<file path="config.mk">
export PLATFORM = sky130hd
export DESIGN_NAME = sync_event_control
export DESIGN_NICKNAME = d
export VERILOG_FILES = /design/src/core/sync_event_pkg.sv /design/src/core/ref_pulser.sv /design/src/core/sync_event_control.sv
export VERILOG_INCLUDE_DIRS = /design/src /design/src/core
export SDC_FILE = /design/constraint.sdc
export NUM_CORES = 1
export LEC_CHECK = 0
export BUFFER_PORTS_ARGS = -buffer_cell sky130_fd_sc_hd__buf_4
export CAP_MARGIN = 5
export CORE_ASPECT_RATIO = 1.5
export CORE_MARGIN = 1
export CORE_UTILIZATION = 49
export DETAILED_ROUTE_END_ITERATION = 12
export PLACE_DENSITY = 0.71
export SLEW_MARGIN = 10
export SYNTH_ARGS = -nofsm -noshare
export SYNTH_HDL_FRONTEND = slang
export SYNTH_HIERARCHICAL = 1
export SYNTH_SLANG_ARGS = --single-unit
</file>
<file path="constraint.sdc">
create_clock -name CLK_SYS -period 2.65 [get_ports CLK_SYS]
set_clock_uncertainty 0.2 [all_clocks]
set_input_delay 0.3975 -clock CLK_SYS [delete_from_list [all_inputs] [get_ports CLK_SYS]]
set_output_delay 0.3975 -clock CLK_SYS [all_outputs]
set_load 0.05 [all_outputs]
</file>
<file path="src/core/sync_event_cfg.svh">
`ifndef SYNC_EVENT_CFG_SVH
`define SYNC_EVENT_CFG_SVH

// Register addresses on the register port
`define ADDR_PULSE_COUNT 9'h13e
`define ADDR_GENERAL_CTRL 9'h143
`define ADDR_OUTPUT_EXCLUDE 9'h144
`define ADDR_W 9

// Power-on values
`define GENERAL_CTRL_RST 8'h01
`define OUTPUT_EXCLUDE_RST 8'h00
`define PULSE_COUNT_RST 8'h00

// Field positions
`define BIT_REF_CLEAR 7
`define BIT_EDGE_SELECT 6
`define BIT_PIN_INVERT 5
`define BIT_FUNC_ENABLE 4
`define BIT_LOOP2_HOLD 3
`define BIT_LOOP1_HOLD 2
`define BIT_REF_EXCLUDE 7

// Timing
`define CLK_PERIOD_NS 100
`define ONESHOT_TIME_NS 400
`define ONESHOT_CYC ((`ONESHOT_TIME_NS + `CLK_PERIOD_NS - 1) / `CLK_PERIOD_NS)
`define PULSE_TICK_DIV 2
`define NUM_DEV_OUT 7

`endif

</file>
<file path="src/core/sync_event_pkg.sv">
package sync_event_pkg;

  // Source select of the general control register
  typedef enum logic [1:0] {
    MODE_OFF,
    MODE_PIN,
    MODE_PULSER_PIN,
    MODE_PULSER_REG
  } src_mode_t;

  // General control register layout
  typedef struct packed {
    logic ref_clear;
    logic edge_trigger_select;
    logic pin_invert;
    logic func_enable;
    logic loop2_lock_hold;
    logic loop1_lock_hold;
    src_mode_t mode;
  } ctrl_t;

  // Exclusion register layout
  typedef struct packed {
    logic reference_pulse_exclude;
    logic [6:0] output_exclude;
  } excl_t;

  // Pulse generator states
  typedef enum logic [1:0] {
    PS_IDLE,
    PS_HIGH,
    PS_LOW
  } pulser_state_t;

endpackage

</file>
<file path="src/core/ref_pulser.sv">
`timescale 1ns/1ps
`default_nettype none
`include "sync_event_cfg.svh"

// Emits a train of pulses; each high and low phase lasts one divider tick
module ref_pulser #(
  parameter int TICK_DIV = `PULSE_TICK_DIV
) (
  // Clock and reset
  input wire logic clk,
  input wire logic rst,
  // Request
  input wire logic start,
  input wire logic [7:0] count,
  // Pulse train
  output logic pulse,
  output logic busy
);

  generate
    if (TICK_DIV < 1 || TICK_DIV > 255) begin : g_bad_div
      $error("ref_pulser: TICK_DIV out of range");
    end
  endgenerate

  localparam logic [7:0] TICK_LAST = 8'(TICK_DIV - 1);

  sync_event_pkg::pulser_state_t state_ff; // Current phase
  sync_event_pkg::pulser_state_t nxt_state;
  logic [7:0] tdiv_ff; // Tick divider
  logic [7:0] remain_ff; // Pulses still to send
  logic tick; // One-cycle enable at the slow rate
  logic take; // Start accepted

  assign tick = (tdiv_ff == TICK_LAST);
  // A start while busy is ignored so a train is never cut short
  assign take = start && (state_ff == sync_event_pkg::PS_IDLE);

  // Divider restarts on an accepted start so the first pulse width is exact
  always_ff @(posedge clk) begin
    if (rst || take || tick) begin
      tdiv_ff <= 8'h00;
    end else begin
      tdiv_ff <= tdiv_ff + 8'h01;
    end
  end

  // Next phase
  always_comb begin
    nxt_state = state_ff;
    unique case (state_ff)
      sync_event_pkg::PS_IDLE: begin
        if (take) begin
          nxt_state = sync_event_pkg::PS_HIGH;
        end
      end
      sync_event_pkg::PS_HIGH: begin
        if (tick) begin
          nxt_state = sync_event_pkg::PS_LOW;
        end
      end
      sync_event_pkg::PS_LOW: begin
        if (tick) begin
          nxt_state = (remain_ff == 8'h01) ? sync_event_pkg::PS_IDLE : sync_event_pkg::PS_HIGH;
        end
      end
      default: begin
        nxt_state = sync_event_pkg::PS_IDLE;
      end
    endcase
  end

  // Phase register
  always_ff @(posedge clk) begin
    if (rst) begin
      state_ff <= sync_event_pkg::PS_IDLE;
    end else begin
      state_ff <= nxt_state;
    end
  end

  // Pulse counter; a count of zero still sends one pulse
  always_ff @(posedge clk) begin
    if (rst) begin
      remain_ff <= 8'h00;
    end else if (take) begin
      remain_ff <= (count == 8'h00) ? 8'h01 : count;
    end else if (state_ff == sync_event_pkg::PS_LOW && tick) begin
      remain_ff <= remain_ff - 8'h01;
    end
  end

  // Outputs straight from flops
  always_ff @(posedge clk) begin
    if (rst) begin
      pulse <= 1'b0;
      busy <= 1'b0;
    end else begin
      pulse <= (nxt_state == sync_event_pkg::PS_HIGH);
      busy <= (nxt_state != sync_event_pkg::PS_IDLE);
    end
  end

endmodule // ref_pulser
`default_nettype wire

</file>
<file path="src/core/sync_event_control.sv">
`timescale 1ns/1ps
`default_nettype none
`include "sync_event_cfg.svh"

// Notes on behaviour
// - Edge select 0: hold while input asserted
// - Edge select 1: rising edge, fixed hold
// - Pin inverted by bit 5; bit 4 enables
// - Loop-2 hold keeps sync until locked
// - Loop-1 hold keeps sync until locked
// - Source 0: nothing raises a sync event
// - Source 1: pin or lock holds raise sync
// - Source 2: pin or holds trigger pulse train
// - Source 3: pulse-count write triggers pulse train
// - Reference exclude keeps reference dividers running
// - Output exclude keeps that output untouched
module sync_event_control #(
  parameter int NUM_OUT = `NUM_DEV_OUT,
  parameter int ONESHOT_CYC = `ONESHOT_CYC,
  parameter int TICK_DIV = `PULSE_TICK_DIV
) (
  // Clock and reset
  input wire logic CLK_SYS,
  input wire logic SYS_RST,
  // Register port
  input wire logic REG_WR,
  input wire logic REG_RD,
  input wire logic [`ADDR_W-1:0] REG_ADDR,
  input wire logic [7:0] REG_WDATA,
  output logic [7:0] REG_RDATA,
  // Synchronization pin and lock flags
  input wire logic SYNC_PIN,
  input wire logic LOOP1_DIGITAL_LOCK_DETECT,
  input wire logic LOOP2_DIGITAL_LOCK_DETECT,
  // Divider controls
  output logic [NUM_OUT-1:0] DEVICE_CLOCK_OUTPUT_HOLD,
  output logic REF_DIV_HOLD,
  output logic REF_PULSE,
  output logic REFERENCE_PULSE_CLEAR,
  output logic SYNC_BUSY
);

  generate
    if (NUM_OUT != 7 || ONESHOT_CYC < 1 || ONESHOT_CYC > 255) begin : g_bad_param
      $error("sync_event_control: unsupported parameter value");
    end
  endgenerate

  localparam logic [7:0] ONESHOT_LOAD = 8'(ONESHOT_CYC);

  // Address match, shared by write and read decode
  function automatic logic hit(input logic [`ADDR_W-1:0] a, input logic [`ADDR_W-1:0] t);
    hit = (a == t);
  endfunction

  sync_event_pkg::ctrl_t ctrl_ff; // General control register
  sync_event_pkg::excl_t excl_ff; // Exclusion register
  logic [7:0] pcount_ff; // Pulse count register
  logic [NUM_OUT-1:0] part_ff; // Outputs taking part, frozen per event
  logic ref_part_ff; // Reference dividers taking part
  logic active_ff; // Event in progress
  logic pin_prev_ff; // Pin level one cycle back
  logic src_prev_ff; // Combined trigger level one cycle back
  logic [7:0] oneshot_ff; // Edge-mode hold counter
  logic pin_act; // Pin after optional inversion
  logic lock_req; // Lock-hold request
  logic pin_rise; // Rising edge of the pin
  logic oneshot_on; // Edge-mode hold running
  logic level_req; // Source-1 request
  logic src_now; // Trigger source for source 2
  logic pulse_start; // Start the pulse generator
  logic pulser_pulse; // Pulse generator output
  logic pulser_busy; // Pulse generator running
  logic sync_req; // Sync wanted this cycle
  logic pc_write; // Write to the pulse count register

  // Pin and lock sources, all gated by the function enable
  assign pin_act = SYNC_PIN ^ ctrl_ff.pin_invert;
  assign lock_req = (ctrl_ff.loop1_lock_hold && !LOOP1_DIGITAL_LOCK_DETECT)
      || (ctrl_ff.loop2_lock_hold && !LOOP2_DIGITAL_LOCK_DETECT);
  assign pin_rise = pin_act && !pin_prev_ff;
  assign oneshot_on = (oneshot_ff != 8'h00);
  // Level or one-shot pin term, or lock hold
  assign level_req = ctrl_ff.func_enable
      && ((ctrl_ff.edge_trigger_select ? oneshot_on : pin_act) || lock_req);
  assign src_now = ctrl_ff.func_enable && (pin_act || lock_req);
  assign pc_write = REG_WR && hit(REG_ADDR, `ADDR_PULSE_COUNT);

  // Pulse generator trigger picks the source by mode
  always_comb begin
    pulse_start = 1'b0;
    unique case (ctrl_ff.mode)
      sync_event_pkg::MODE_PULSER_PIN: pulse_start = src_now && !src_prev_ff;
      sync_event_pkg::MODE_PULSER_REG: pulse_start = pc_write && ctrl_ff.func_enable;
      sync_event_pkg::MODE_OFF, sync_event_pkg::MODE_PIN: pulse_start = 1'b0;
    endcase
  end

  // Sync request by mode
  always_comb begin
    sync_req = 1'b0;
    unique case (ctrl_ff.mode)
      sync_event_pkg::MODE_OFF: sync_req = 1'b0;
      sync_event_pkg::MODE_PIN: sync_req = level_req;
      sync_event_pkg::MODE_PULSER_PIN: sync_req = pulser_pulse;
      sync_event_pkg::MODE_PULSER_REG: sync_req = pulser_pulse;
    endcase
  end

  ref_pulser #(
    .TICK_DIV(TICK_DIV)
  ) u_pulser (
    .clk(CLK_SYS),
    .rst(SYS_RST),
    .start(pulse_start),
    .count(pcount_ff),
    .pulse(pulser_pulse),
    .busy(pulser_busy)
  );

  // Register writes
  always_ff @(posedge CLK_SYS) begin
    if (SYS_RST) begin
      ctrl_ff <= `GENERAL_CTRL_RST;
      excl_ff <= `OUTPUT_EXCLUDE_RST;
      pcount_ff <= `PULSE_COUNT_RST;
    end else if (REG_WR) begin
      if (hit(REG_ADDR, `ADDR_GENERAL_CTRL)) begin
        ctrl_ff <= REG_WDATA;
      end
      if (hit(REG_ADDR, `ADDR_OUTPUT_EXCLUDE)) begin
        excl_ff <= REG_WDATA;
      end
      if (pc_write) begin
        pcount_ff <= REG_WDATA;
      end
    end
  end

  // Read data, one cycle after the strobe; unmapped addresses read zero
  always_ff @(posedge CLK_SYS) begin
    if (SYS_RST) begin
      REG_RDATA <= 8'h00;
    end else if (REG_RD) begin
      if (hit(REG_ADDR, `ADDR_GENERAL_CTRL)) begin
        REG_RDATA <= ctrl_ff;
      end else if (hit(REG_ADDR, `ADDR_OUTPUT_EXCLUDE)) begin
        REG_RDATA <= excl_ff;
      end else if (hit(REG_ADDR, `ADDR_PULSE_COUNT)) begin
        REG_RDATA <= pcount_ff;
      end else begin
        REG_RDATA <= 8'h00;
      end
    end
  end

  // Edge history for pin and pulser trigger
  always_ff @(posedge CLK_SYS) begin
    if (SYS_RST) begin
      pin_prev_ff <= 1'b0;
      src_prev_ff <= 1'b0;
    end else begin
      pin_prev_ff <= pin_act;
      src_prev_ff <= src_now;
    end
  end

  // One-shot hold; a fresh edge restarts the full minimum time
  always_ff @(posedge CLK_SYS) begin
    if (SYS_RST) begin
      oneshot_ff <= 8'h00;
    end else if (pin_rise && ctrl_ff.edge_trigger_select && ctrl_ff.func_enable) begin
      oneshot_ff <= ONESHOT_LOAD;
    end else if (oneshot_on) begin
      oneshot_ff <= oneshot_ff - 8'h01;
    end
  end

  // Participants are frozen at event start so a mid-event write to the
  // exclusion register cannot split the release
  always_ff @(posedge CLK_SYS) begin
    if (SYS_RST) begin
      active_ff <= 1'b0;
      part_ff <= '0;
      ref_part_ff <= 1'b0;
    end else begin
      active_ff <= sync_req;
      if (sync_req && !active_ff) begin
        part_ff <= ~excl_ff.output_exclude;
        ref_part_ff <= ~excl_ff.reference_pulse_exclude;
      end
    end
  end

  // Divider holds: one request drives every participant, so all release together
  always_ff @(posedge CLK_SYS) begin
    if (SYS_RST) begin
      DEVICE_CLOCK_OUTPUT_HOLD <= '0;
      REF_DIV_HOLD <= 1'b0;
    end else if (!sync_req) begin
      DEVICE_CLOCK_OUTPUT_HOLD <= '0;
      REF_DIV_HOLD <= 1'b0;
    end else if (active_ff) begin
      DEVICE_CLOCK_OUTPUT_HOLD <= part_ff;
      REF_DIV_HOLD <= ref_part_ff;
    end else begin
      DEVICE_CLOCK_OUTPUT_HOLD <= ~excl_ff.output_exclude;
      REF_DIV_HOLD <= ~excl_ff.reference_pulse_exclude;
    end
  end

  // Status and pulse outputs; the clear bit is passed through as programmed
  always_ff @(posedge CLK_SYS) begin
    if (SYS_RST) begin
      REF_PULSE <= 1'b0;
      REFERENCE_PULSE_CLEAR <= 1'b0;
      SYNC_BUSY <= 1'b0;
    end else begin
      REF_PULSE <= pulser_pulse;
      REFERENCE_PULSE_CLEAR <= ctrl_ff.ref_clear;
      SYNC_BUSY <= sync_req || pulser_busy;
    end
  end
endmodule // sync_event_control
`default_nettype wire

</file>
# Word-level counts from Yosys, hierarchy flattened
# Index checks and enable logic that the tools add are counted.
totals:
  word_cells: 102
  register_bits: 82
classes:
  muxes: 18
  reduce_logical: 38
  add_sub_neg: 3
  n_eq_ne: 11
  n_bitwise: 4
ops:
  columns: ["operator", "n"]
  rows:
  - ["2-to-1 mux 8 bit", 6]
  - ["equality test 9 bit, second input constant", 3]
  - ["equality test 8 x 1 -> 1 bit, second input constant", 2]
  - ["subtractor 8 x 1 -> 8 bit, second input constant", 2]
  - ["logical AND 1 bit", 13]
  - ["adder 8 x 1 -> 8 bit, second input constant", 1]
  - ["zero test 8 bit", 1]
  - ["nonzero test 8 bit", 1]
  - ["OR reduction 2 bit", 4]
  - ["2-to-1 mux 7 bit", 1]
  - ["inverter 7 bit", 1]
  - ["equality test 2 x 1 -> 1 bit, second input constant", 3]
  - ["equality test 2 bit, second input constant", 3]
  - ["logical OR 1 bit", 6]
  - ["2-to-1 mux 2 bit", 3]
  - ["2-to-1 mux 3 bit", 2]
  - ["case mux 1 bit (3 select lines)", 2]
  - ["case mux 2 bit (3 select lines)", 1]
  - ["AND reduction 2 bit", 3]
  - ["nonzero test 2 bit", 3]
  - ["zero test 1 bit", 5]
  - ["zero test 2 bit", 2]
  - ["2-to-1 mux 1 bit", 3]
  - ["inverter 1 bit", 2]
  - ["bitwise XOR 1 bit", 1]

# Longest topological paths before layout
# Gate-level depths: netlist of run 1.
depth:
  depth_word: 11
  depth_mapped: 10

# Modules after synthesis
# The synthesis of run 1 kept the hierarchy.
by_module_without_submodules:
  columns: ["module", "seq_area_each_um2", "n_inst", "area_per_inst_um2", "cells_each"]
  rows:
  - ["sync_event_control", 1241.2, 1, 2675.1, 296]
  - ["ref_pulser", 400.4, 1, 991.0, 112]

# Worst setup path after synthesis of run 1
# OpenSTA, ideal clock, no wires.
synth_path:
  path_type: "in2reg"
  start: "in REG_ADDR[0]"
  end: "reg u_pulser.remain_ff[0]"
  setup_time_ps: 137
  arrival_ps: 2543
  path_stages: 9
  required_ps: 2313
  slack_ps: -230
  path_cell_list: "nand4b_1 > nor4_2 > clkbuf_1 > nand3_1 > a21oi_1 > or3b_2 > clkbuf_1 > a211oi_1 > a211oi_1"
synth_between:
  elab_chain_len: 6
  word_cells_on_any_way: 7
  classes_between: "eq/ne: 1; mux: 2; reduce/logical: 4"
synth_rtl:
  columns: ["item", "line", "text"]
  rows:
  - ["start, declared", "sync_event_control.sv:28", "input wire logic [`ADDR_W-1:0] REG_ADDR,"]
  - ["equality test 9 bit (*)", "sync_event_control.sv:53", "hit = (a == t);"]
  - ["logical AND 1 bit (*)", "sync_event_control.sv:87", "assign pc_write = REG_WR && hit(REG_ADDR, `ADDR_PULSE_COUNT);"]
  - ["logical AND 1 bit (*)", "sync_event_control.sv:94", "sync_event_pkg::MODE_PULSER_REG: pulse_start = pc_write && ctrl_ff.func_enable;"]
  - ["case mux 1 bit (3 select lines) (*)", "sync_event_control.sv:92", "unique case (ctrl_ff.mode)"]
  - ["via pulse_start", "sync_event_control.sv:71", "logic pulse_start;"]
  - ["logical AND 1 bit (*)", "ref_pulser.sv:37", "assign take = start && (state_ff == sync_event_pkg::PS_IDLE);"]
  - ["2-to-1 mux 8 bit or nonzero test 2 bit (tied branches)", null, null]
  - ["end signal, assigned", "ref_pulser.sv:87", "remain_ff <= (count == 8'h00) ? 8'h01 : count;"]
  - ["end signal, assigned", "ref_pulser.sv:89", "remain_ff <= remain_ff - 8'h01;"]
  - ["end, declared", "ref_pulser.sv:31", "logic [7:0] remain_ff;"]
# The timed path passes the listed nets; every way through them passes the cells marked *.
# A chain may end at the register's enable or synchronous reset.

# Final worst setup path of run 1
layout_path:
  start: "reg ctrl_ff[5] in the netlist's numbering"
  end: "reg u_pulser.remain_ff[0]"
layout_between:
  elab_chain_len: 7
  word_cells_on_any_way: 8
  classes_between: "mux: 2; bitwise: 1; reduce/logical: 5"
layout_rtl:
  columns: ["item", "line", "text"]
  rows:
  - ["start, declared", "sync_event_control.sv:56", "sync_event_pkg::ctrl_t ctrl_ff;"]
  - ["start signal, assigned", "sync_event_control.sv:124", "ctrl_ff <= `GENERAL_CTRL_RST;"]
  - ["bitwise XOR 1 bit (*)", "sync_event_control.sv:78", "assign pin_act = SYNC_PIN ^ ctrl_ff.pin_invert;"]
  - ["logical OR 1 bit (*)", "sync_event_control.sv:86", "assign src_now = ctrl_ff.func_enable && (pin_act || lock_req);"]
  - ["logical AND 1 bit (*)", "sync_event_control.sv:86", null]
  - ["logical AND 1 bit (*)", "sync_event_control.sv:93", "sync_event_pkg::MODE_PULSER_PIN: pulse_start = src_now && !src_prev_ff;"]
  - ["case mux 1 bit (3 select lines) (*)", "sync_event_control.sv:92", null]
  - ["via pulse_start", "sync_event_control.sv:71", null]
  - ["logical AND 1 bit (*)", "ref_pulser.sv:37", null]
  - ["2-to-1 mux 8 bit or nonzero test 2 bit (tied branches)", null, null]
# Marks and branches as above.

==> results of run 1 <==
final cells by class:
type / count / area share
inverters: 10 / 0.00872
clock inverters: 2 / 0.00233
repair buffers: 53 / 0.0924
clock buffers: 13 / 0.0416
flip-flops and latches: 82 / 0.381
multi-input cells: 295 / 0.444
well taps: 100 / 0.0291
worst max-delay path: stages (launching register included):
cell and delay, ns:
dfxtp_1 0.36, xor2_1 0.28, nor3_1 0.10, or3_1 0.35
a21oi_2 0.17, or3b_2 0.58, a211oi_1 0.23, a211oi_1 0.09
sequential cells by signal, indices dropped and copies added (netlist names):
| name | cells |
|---|---|
| u_pulser/state_ff | 2 |
| u_pulser/pulse | 1 |
| ctrl_ff | 8 |
| u_pulser/remain_ff | 8 |
| oneshot_ff | 8 |
| REF_DIV_HOLD | 1 |
| active_ff | 1 |
| excl_ff | 8 |
| src_prev_ff | 1 |
| SYNC_BUSY | 1 |
| pin_prev_ff | 1 |
| ref_part_ff | 1 |
| u_pulser/busy | 1 |
| REG_RDATA | 8 |
| REF_PULSE | 1 |
| DEVICE_CLOCK_OUTPUT_HOLD | 7 |
| u_pulser/tdiv_ff | 8 |
| pcount_ff | 8 |
| REFERENCE_PULSE_CLEAR | 1 |
| part_ff | 7 |
stage by stage:
stage | area (µm²) | hold WS [ns]
floorplan | 3690 | 0.240
global placement | 4120 | 0.250
detailed placement | 4120 | 0.254
CTS | 4300 | 0.0938
global route | 4300 | 0.111
finish | 4300 | 0.104
path summary, 6_finish.rpt:
kind / startpoint / to / slack [ns] / cells past startpoint
max: ctrl_ff[5]$_SDFFE_PP0P_ / u_pulser/remain_ff[0]$_SDFFE_PP0P_ / 0.15 / 7
min reg2reg: ctrl_ff[3]$_SDFFE_PP0P_ / ctrl_ff[3]$_SDFFE_PP0P_ / 0.26 / 2
min: REG_WDATA[1] / excl_ff[1]$_SDFFE_PP0P_ / 0.10 / 3
max reg2reg: ctrl_ff[5]$_SDFFE_PP0P_ / u_pulser/remain_ff[0]$_SDFFE_PP0P_ / 0.15 / 7
power groups by stage:
| stage | clock, µW | sequential (µW) | combinational [µW] |
|---|---|---|---|
| after global placement | 0 | 1350 | 364 |
| after detailed placement | 0 | 1360 | 381 |
| final | 856 | 1330 | 382 |
| after floorplan | 0 | 1340 | 306 |
| after CTS | 875 | 1330 | 385 |
| after global routing | 929 | 1330 | 421 |
logic make-up after synthesis:
family / count (synthesis)
and+or+nand+nor: 178
adders and majority gates: 6
DFF: 82
xor gates and xnor gates: 13
buffers and inverters: 31
AOI/OAI and AO/OA: 81
muxes: 17
cells in the final DEF (no fill, tap or decap), types with 6 or more instances in the layout:
master and count:
nand2b_1 9, a31oi_1 7, inv_1 10, nor2_1 54
clkbuf_8 13, dfxtp_1 82, nand2_1 31, mux2i_1 9
buf_4 53, nor2b_1 17, nor3_1 6, a21oi_1 38
a32o_1 8, ha_1 6, xnor2_1 7, o2bb2ai_1 8
mux2_2 8, nand3_1 20
metal layers:
| metal | share of wire | vias to the layer above | track usage |
|---|---|---|---|
| met4 | 0.016 | 0 | 0.0952 |
| met5 | 0 | - | 0 |
| met2 | 0.55 | 45 | 0.434 |
| li1 | - | 1533 | - |
| met3 | 0.027 | 10 | 0.0382 |
| met1 | 0.41 | 1475 | 0.246 |
==> impl_metrics.yaml, run 1 <==
final_layout:
  final_core_utilization: 0.596
  multi_input_area_um2: 1910
  layout.cells.non_filler: 555
  nNetsFinal: 481
  area_delta_synth_final_pct: 17.4
  antenna_cells: 0
  fill_cells: 675
  drive_above_1_share: 0.200
  register_area_um2: 1640
yosys:
  synthFlopType: "dfxtp_1"
  ys_seq_area_frac: 0.448
  yosysUniqueCellTypes: 60
  yosys.area_share.simple: 0.262
  synth_top_family_by_area: "simple AND/OR/NAND/NOR gates"
  synth_compound_area_frac: 0.152
  synth_cells: 408
  ys_ff_latch: 82
  synth_edf_count: 0
  yosysMostFrequentCell: "dfxtp_1"
  synth_area_leaders: "dfxtp_1 (45%), nor2_1 (5.5%), a21oi_1 (5.3%), nand2_1 (3.2%), nor2b_1 (2.9%)"
  syn_avg_cell_area_um2: 8.99
  synth_common_cells: "dfxtp_1 (82), nor2_1 (54), a21oi_1 (39), nand2_1 (31), nand3_1 (20)"
  synth_top_area_cell: "dfxtp_1"
  synthMuxAreaShare: 0.0491
  yosysTopAreaCellShare: 0.448
  synth_fa_ha_area_frac: 0.0205
  mappedNetlistNets: 438
  synthArstFlopShare: 0
  syn_area_um2: 3670
  ys_warn_count: 6
  synth_xor_area_frac: 0.0331
setup_path:
  critPathLaunchType: "flop"
  path_max_fanout: 10
  worstPathArrival_ns: 2.53
  end_kind: "flop"
  crit_type: "flop to flop"
  cp.required_ns: 2.68
detailed_routing:
  wirelength_mm: 8.34
  wire_per_inst_um: 15.0
  drc: 0
  vias: 3063
  drt-pass1-iter-count: 5
  viasPerCell: 5.52
  drtIter0Drc: 141
  ant_nets: 0
pwr:
  p_per_area_nw_per_um2: 596
  power.switching_uw: 665
  combPwrFrac: 0.149
  clkPwrFrac: 0.334
  power_uw: 2560
  p_int_uw: 1900
  power_frac_seq: 0.517
  peakVddDrop_v: 0.000333
  p_sw_frac: 0.259
  leakage_uw: 0.00175
global_route:
  grt_max_degree: 41
  grt_pass1_vias: 2909
  grt_overflow_total: 0
  grt_pass1_wl_mm: 13.8
  gr-usage-all-layers: 0.230
  antenna_found_initial: 0
cts:
  postCtsSetupBuffers: 0
  cts.repair.resized: 0
  root_buffer: "clkbuf_8"
  clock_sinks: 82
  cts_tree: "yes"
  cts_hold_buffers: 0
  clkLatencyLatePin_ns: 0.36
  numCtsBuffers: 9
  htree_levels: 3
  clkSlewWorstSetupHoldPaths_ns: 0.08
  cts.path.max_buffers: 2
floorplan:
  coreArea_um2: 7230
  initial_utilization: 0.507
  fp.dieArea_um2: 7840
  die_w_um: 72.6
  rows: 38
  die_h_um: 108
  ioPinCount: 43
min_path:
  hold_path.class: "primary input to flop"
sta:
  finalCriticalPeriod_ns: 2.50
  rsz0062_at_grt: "no"
  timing.final.crit_share: 0.942
  setup_violations: 0
  relSlewSlack: 0.488
  setup-tns-final_ns: 0
  max_freq_mhz: 401
  final_hold_viol_count: 0
  setup_ws_ns: 0.155
  worst_pin_slew_ns: 0.766
  final-max-slew-violation-count: 0
placed_design:
  place_congestion: 0.829
  dp.cells: 540
  place_hpwl_mm: 6.24
  dp_worst_setup_slack_ns: 0.0443
  portBuffers: 42
flow_run:
  maxCapViolations: 0
status:
  run_status: "complete, no violations"
No activity file was read; power rests on OpenSTA's default activity.
==> run 2: changes to the inputs <==
CORE_MARGIN = 2   (was 1)
==> impl_metrics.yaml, run 2 (synthesized netlist as in run 1, its figures left out) <==
floorplan:
  die_w_um: 74.6
  initial_utilization: 0.507
  coreArea_um2: 7230
  rows: 38
  die_h_um: 110
  fp.dieArea_um2: 8200
  ioPinCount: 43
detailed_routing:
  wire_per_inst_um: 14.9
  viasPerCell: 5.47
  ant_nets: 0
  drc: 0
  wirelength_mm: 8.30
  drtIter0Drc: 134
  drt-pass1-iter-count: 4
  vias: 3036
cts:
  postCtsSetupBuffers: 0
  cts_hold_buffers: 0
  numCtsBuffers: 9
  htree_levels: 3
  clock_sinks: 82
  root_buffer: "clkbuf_8"
  clkLatencyLatePin_ns: 0.36
  cts.repair.resized: 0
  cts.path.max_buffers: 2
  clkSlewWorstSetupHoldPaths_ns: 0.08
  cts_tree: "yes"
final_layout:
  final_core_utilization: 0.598
  drive_above_1_share: 0.198
  final_cell_area_um2: 4320
  final_cell_mix: "dfxtp_1 (82), nor2_1 (54), buf_4 (52)"
  area_delta_synth_final_pct: 17.9
  final_common_cell: "dfxtp_1"
  antenna_cells: 0
  nNetsFinal: 480
  fill_cells: 666
sta:
  max_freq_mhz: 401
  setup-tns-final_ns: 0
  final_hold_viol_count: 0
  setup_ws_ns: 0.157
  worst_pin_slew_ns: 0.771
  rsz0062_at_grt: "no"
  setup_violations: 0
  relSlewSlack: 0.484
  final-max-slew-violation-count: 0
  finalCriticalPeriod_ns: 2.49
  worst_hold_slack_ns: 0.100
  timing.final.crit_share: 0.941
global_route:
  grt_overflow_total: 0
  grt_max_degree: 41
  gr-usage-all-layers: 0.218
  grt_pass1_wl_mm: 13.5
  antenna_found_initial: 0
  grt_pass1_vias: 2852
pwr:
  p_per_area_nw_per_um2: 615
  leakage_uw: 0.00175
  peakVddDrop_v: 0.000323
min_path:
  hp-start: "REG_WDATA[2]"
  hold_path.class: "primary input to flop"
setup_path:
  cp_num_buf_inv: 0
  reg2reg_from: "ctrl_ff[5]$_SDFFE_PP0P_"
  crit_type: "flop to flop"
  critPathTopFamily: "simple AND/OR/NAND/NOR gates"
  cp-startpoint: "ctrl_ff[5]$_SDFFE_PP0P_"
  crit_top_cell: "a211oi_1"
  cp_cell_sequence: "xor2_1 > nor3_1 > or3_1 > a21oi_2 > or3b_2 > a211oi_1 > a211oi_1"
  cp_slowest_cell: "or3b_2"
  critPathLaunchType: "flop"
  cp.required_ns: 2.69
  worstPathArrival_ns: 2.53
  end_kind: "flop"
  path_max_fanout: 10
  slowest_delay_ns: 0.59
placed_design:
  place_congestion: 0.820
  portBuffers: 42
  dp_worst_setup_slack_ns: 0.0612
  place_hpwl_mm: 6.17
  placed_area_um2: 4110
status:
  run_status: "complete, no violations"
flow_run:
  maxCapViolations: 0
[run 2: cell types whose count changed in the layout (fill, tap and decap cells not counted)]
cell        delta
clkbuf_8       -1
clkinv_2       -2
buf_4          -1
clkinvlp_4     +1
clkinv_4       +1
bufinv_16      +1
clkbuf_1       +1
[run 2: per-layer routing]
layer  up-vias  GRT usage  wire [µm]
met2        55      0.375       4390
met3        17     0.0449        227
met5         -          0          0
met4         0     0.0982        212
met1      1428      0.254       3470
li1       1536          -          -
[run 2: worst paths after layout]
path | to | slack, ns | cells after the start
max | u_pulser/remain_ff[0]$_SDFFE_PP0P_ | 0.16 | 7
max reg2reg | u_pulser/remain_ff[0]$_SDFFE_PP0P_ | 0.16 | 7
min | excl_ff[2]$_SDFFE_PP0P_ | 0.10 | 3
min reg2reg | ctrl_ff[2]$_SDFFE_PP0P_ | 0.27 | 2
[run 2: layout make-up]
| class | instances | area, µm² | area share |
|---|---|---|---|
| multi-input cells | 295 | 1910 | 0.443 |
| clock inverters | 3 | 46.3 | 0.0107 |
| clock buffers | 13 | 169 | 0.0391 |
| inverters | 10 | 37.5 | 0.00868 |
| well taps | 100 | 125 | 0.0289 |
| repair buffers | 52 | 390 | 0.0903 |
| flip-flops and latches | 82 | 1640 | 0.380 |
[run 2: worst min-delay path, cell delays in order]
cell and delay [ns]:
buf_4 0.09, mux2i_1 0.06, nor2_1 0.08
[run 2: power breakdown]
part           leakage [µW]  total, µW  switching, µW  internal [µW]
Combinational      0.000977        376            191            185
Clock              0.000106        953            439            515
Sequential         0.000663       1330           48.9           1280
Total               0.00175       2660            678           1980
[run 2: stage by stage]
stage                     cells  total power, µW
after floorplan             408             1650
after global placement      539             1720
after detailed placement    539             1730
after CTS                   555             2680
after global routing        555             2790
final                       555             2660
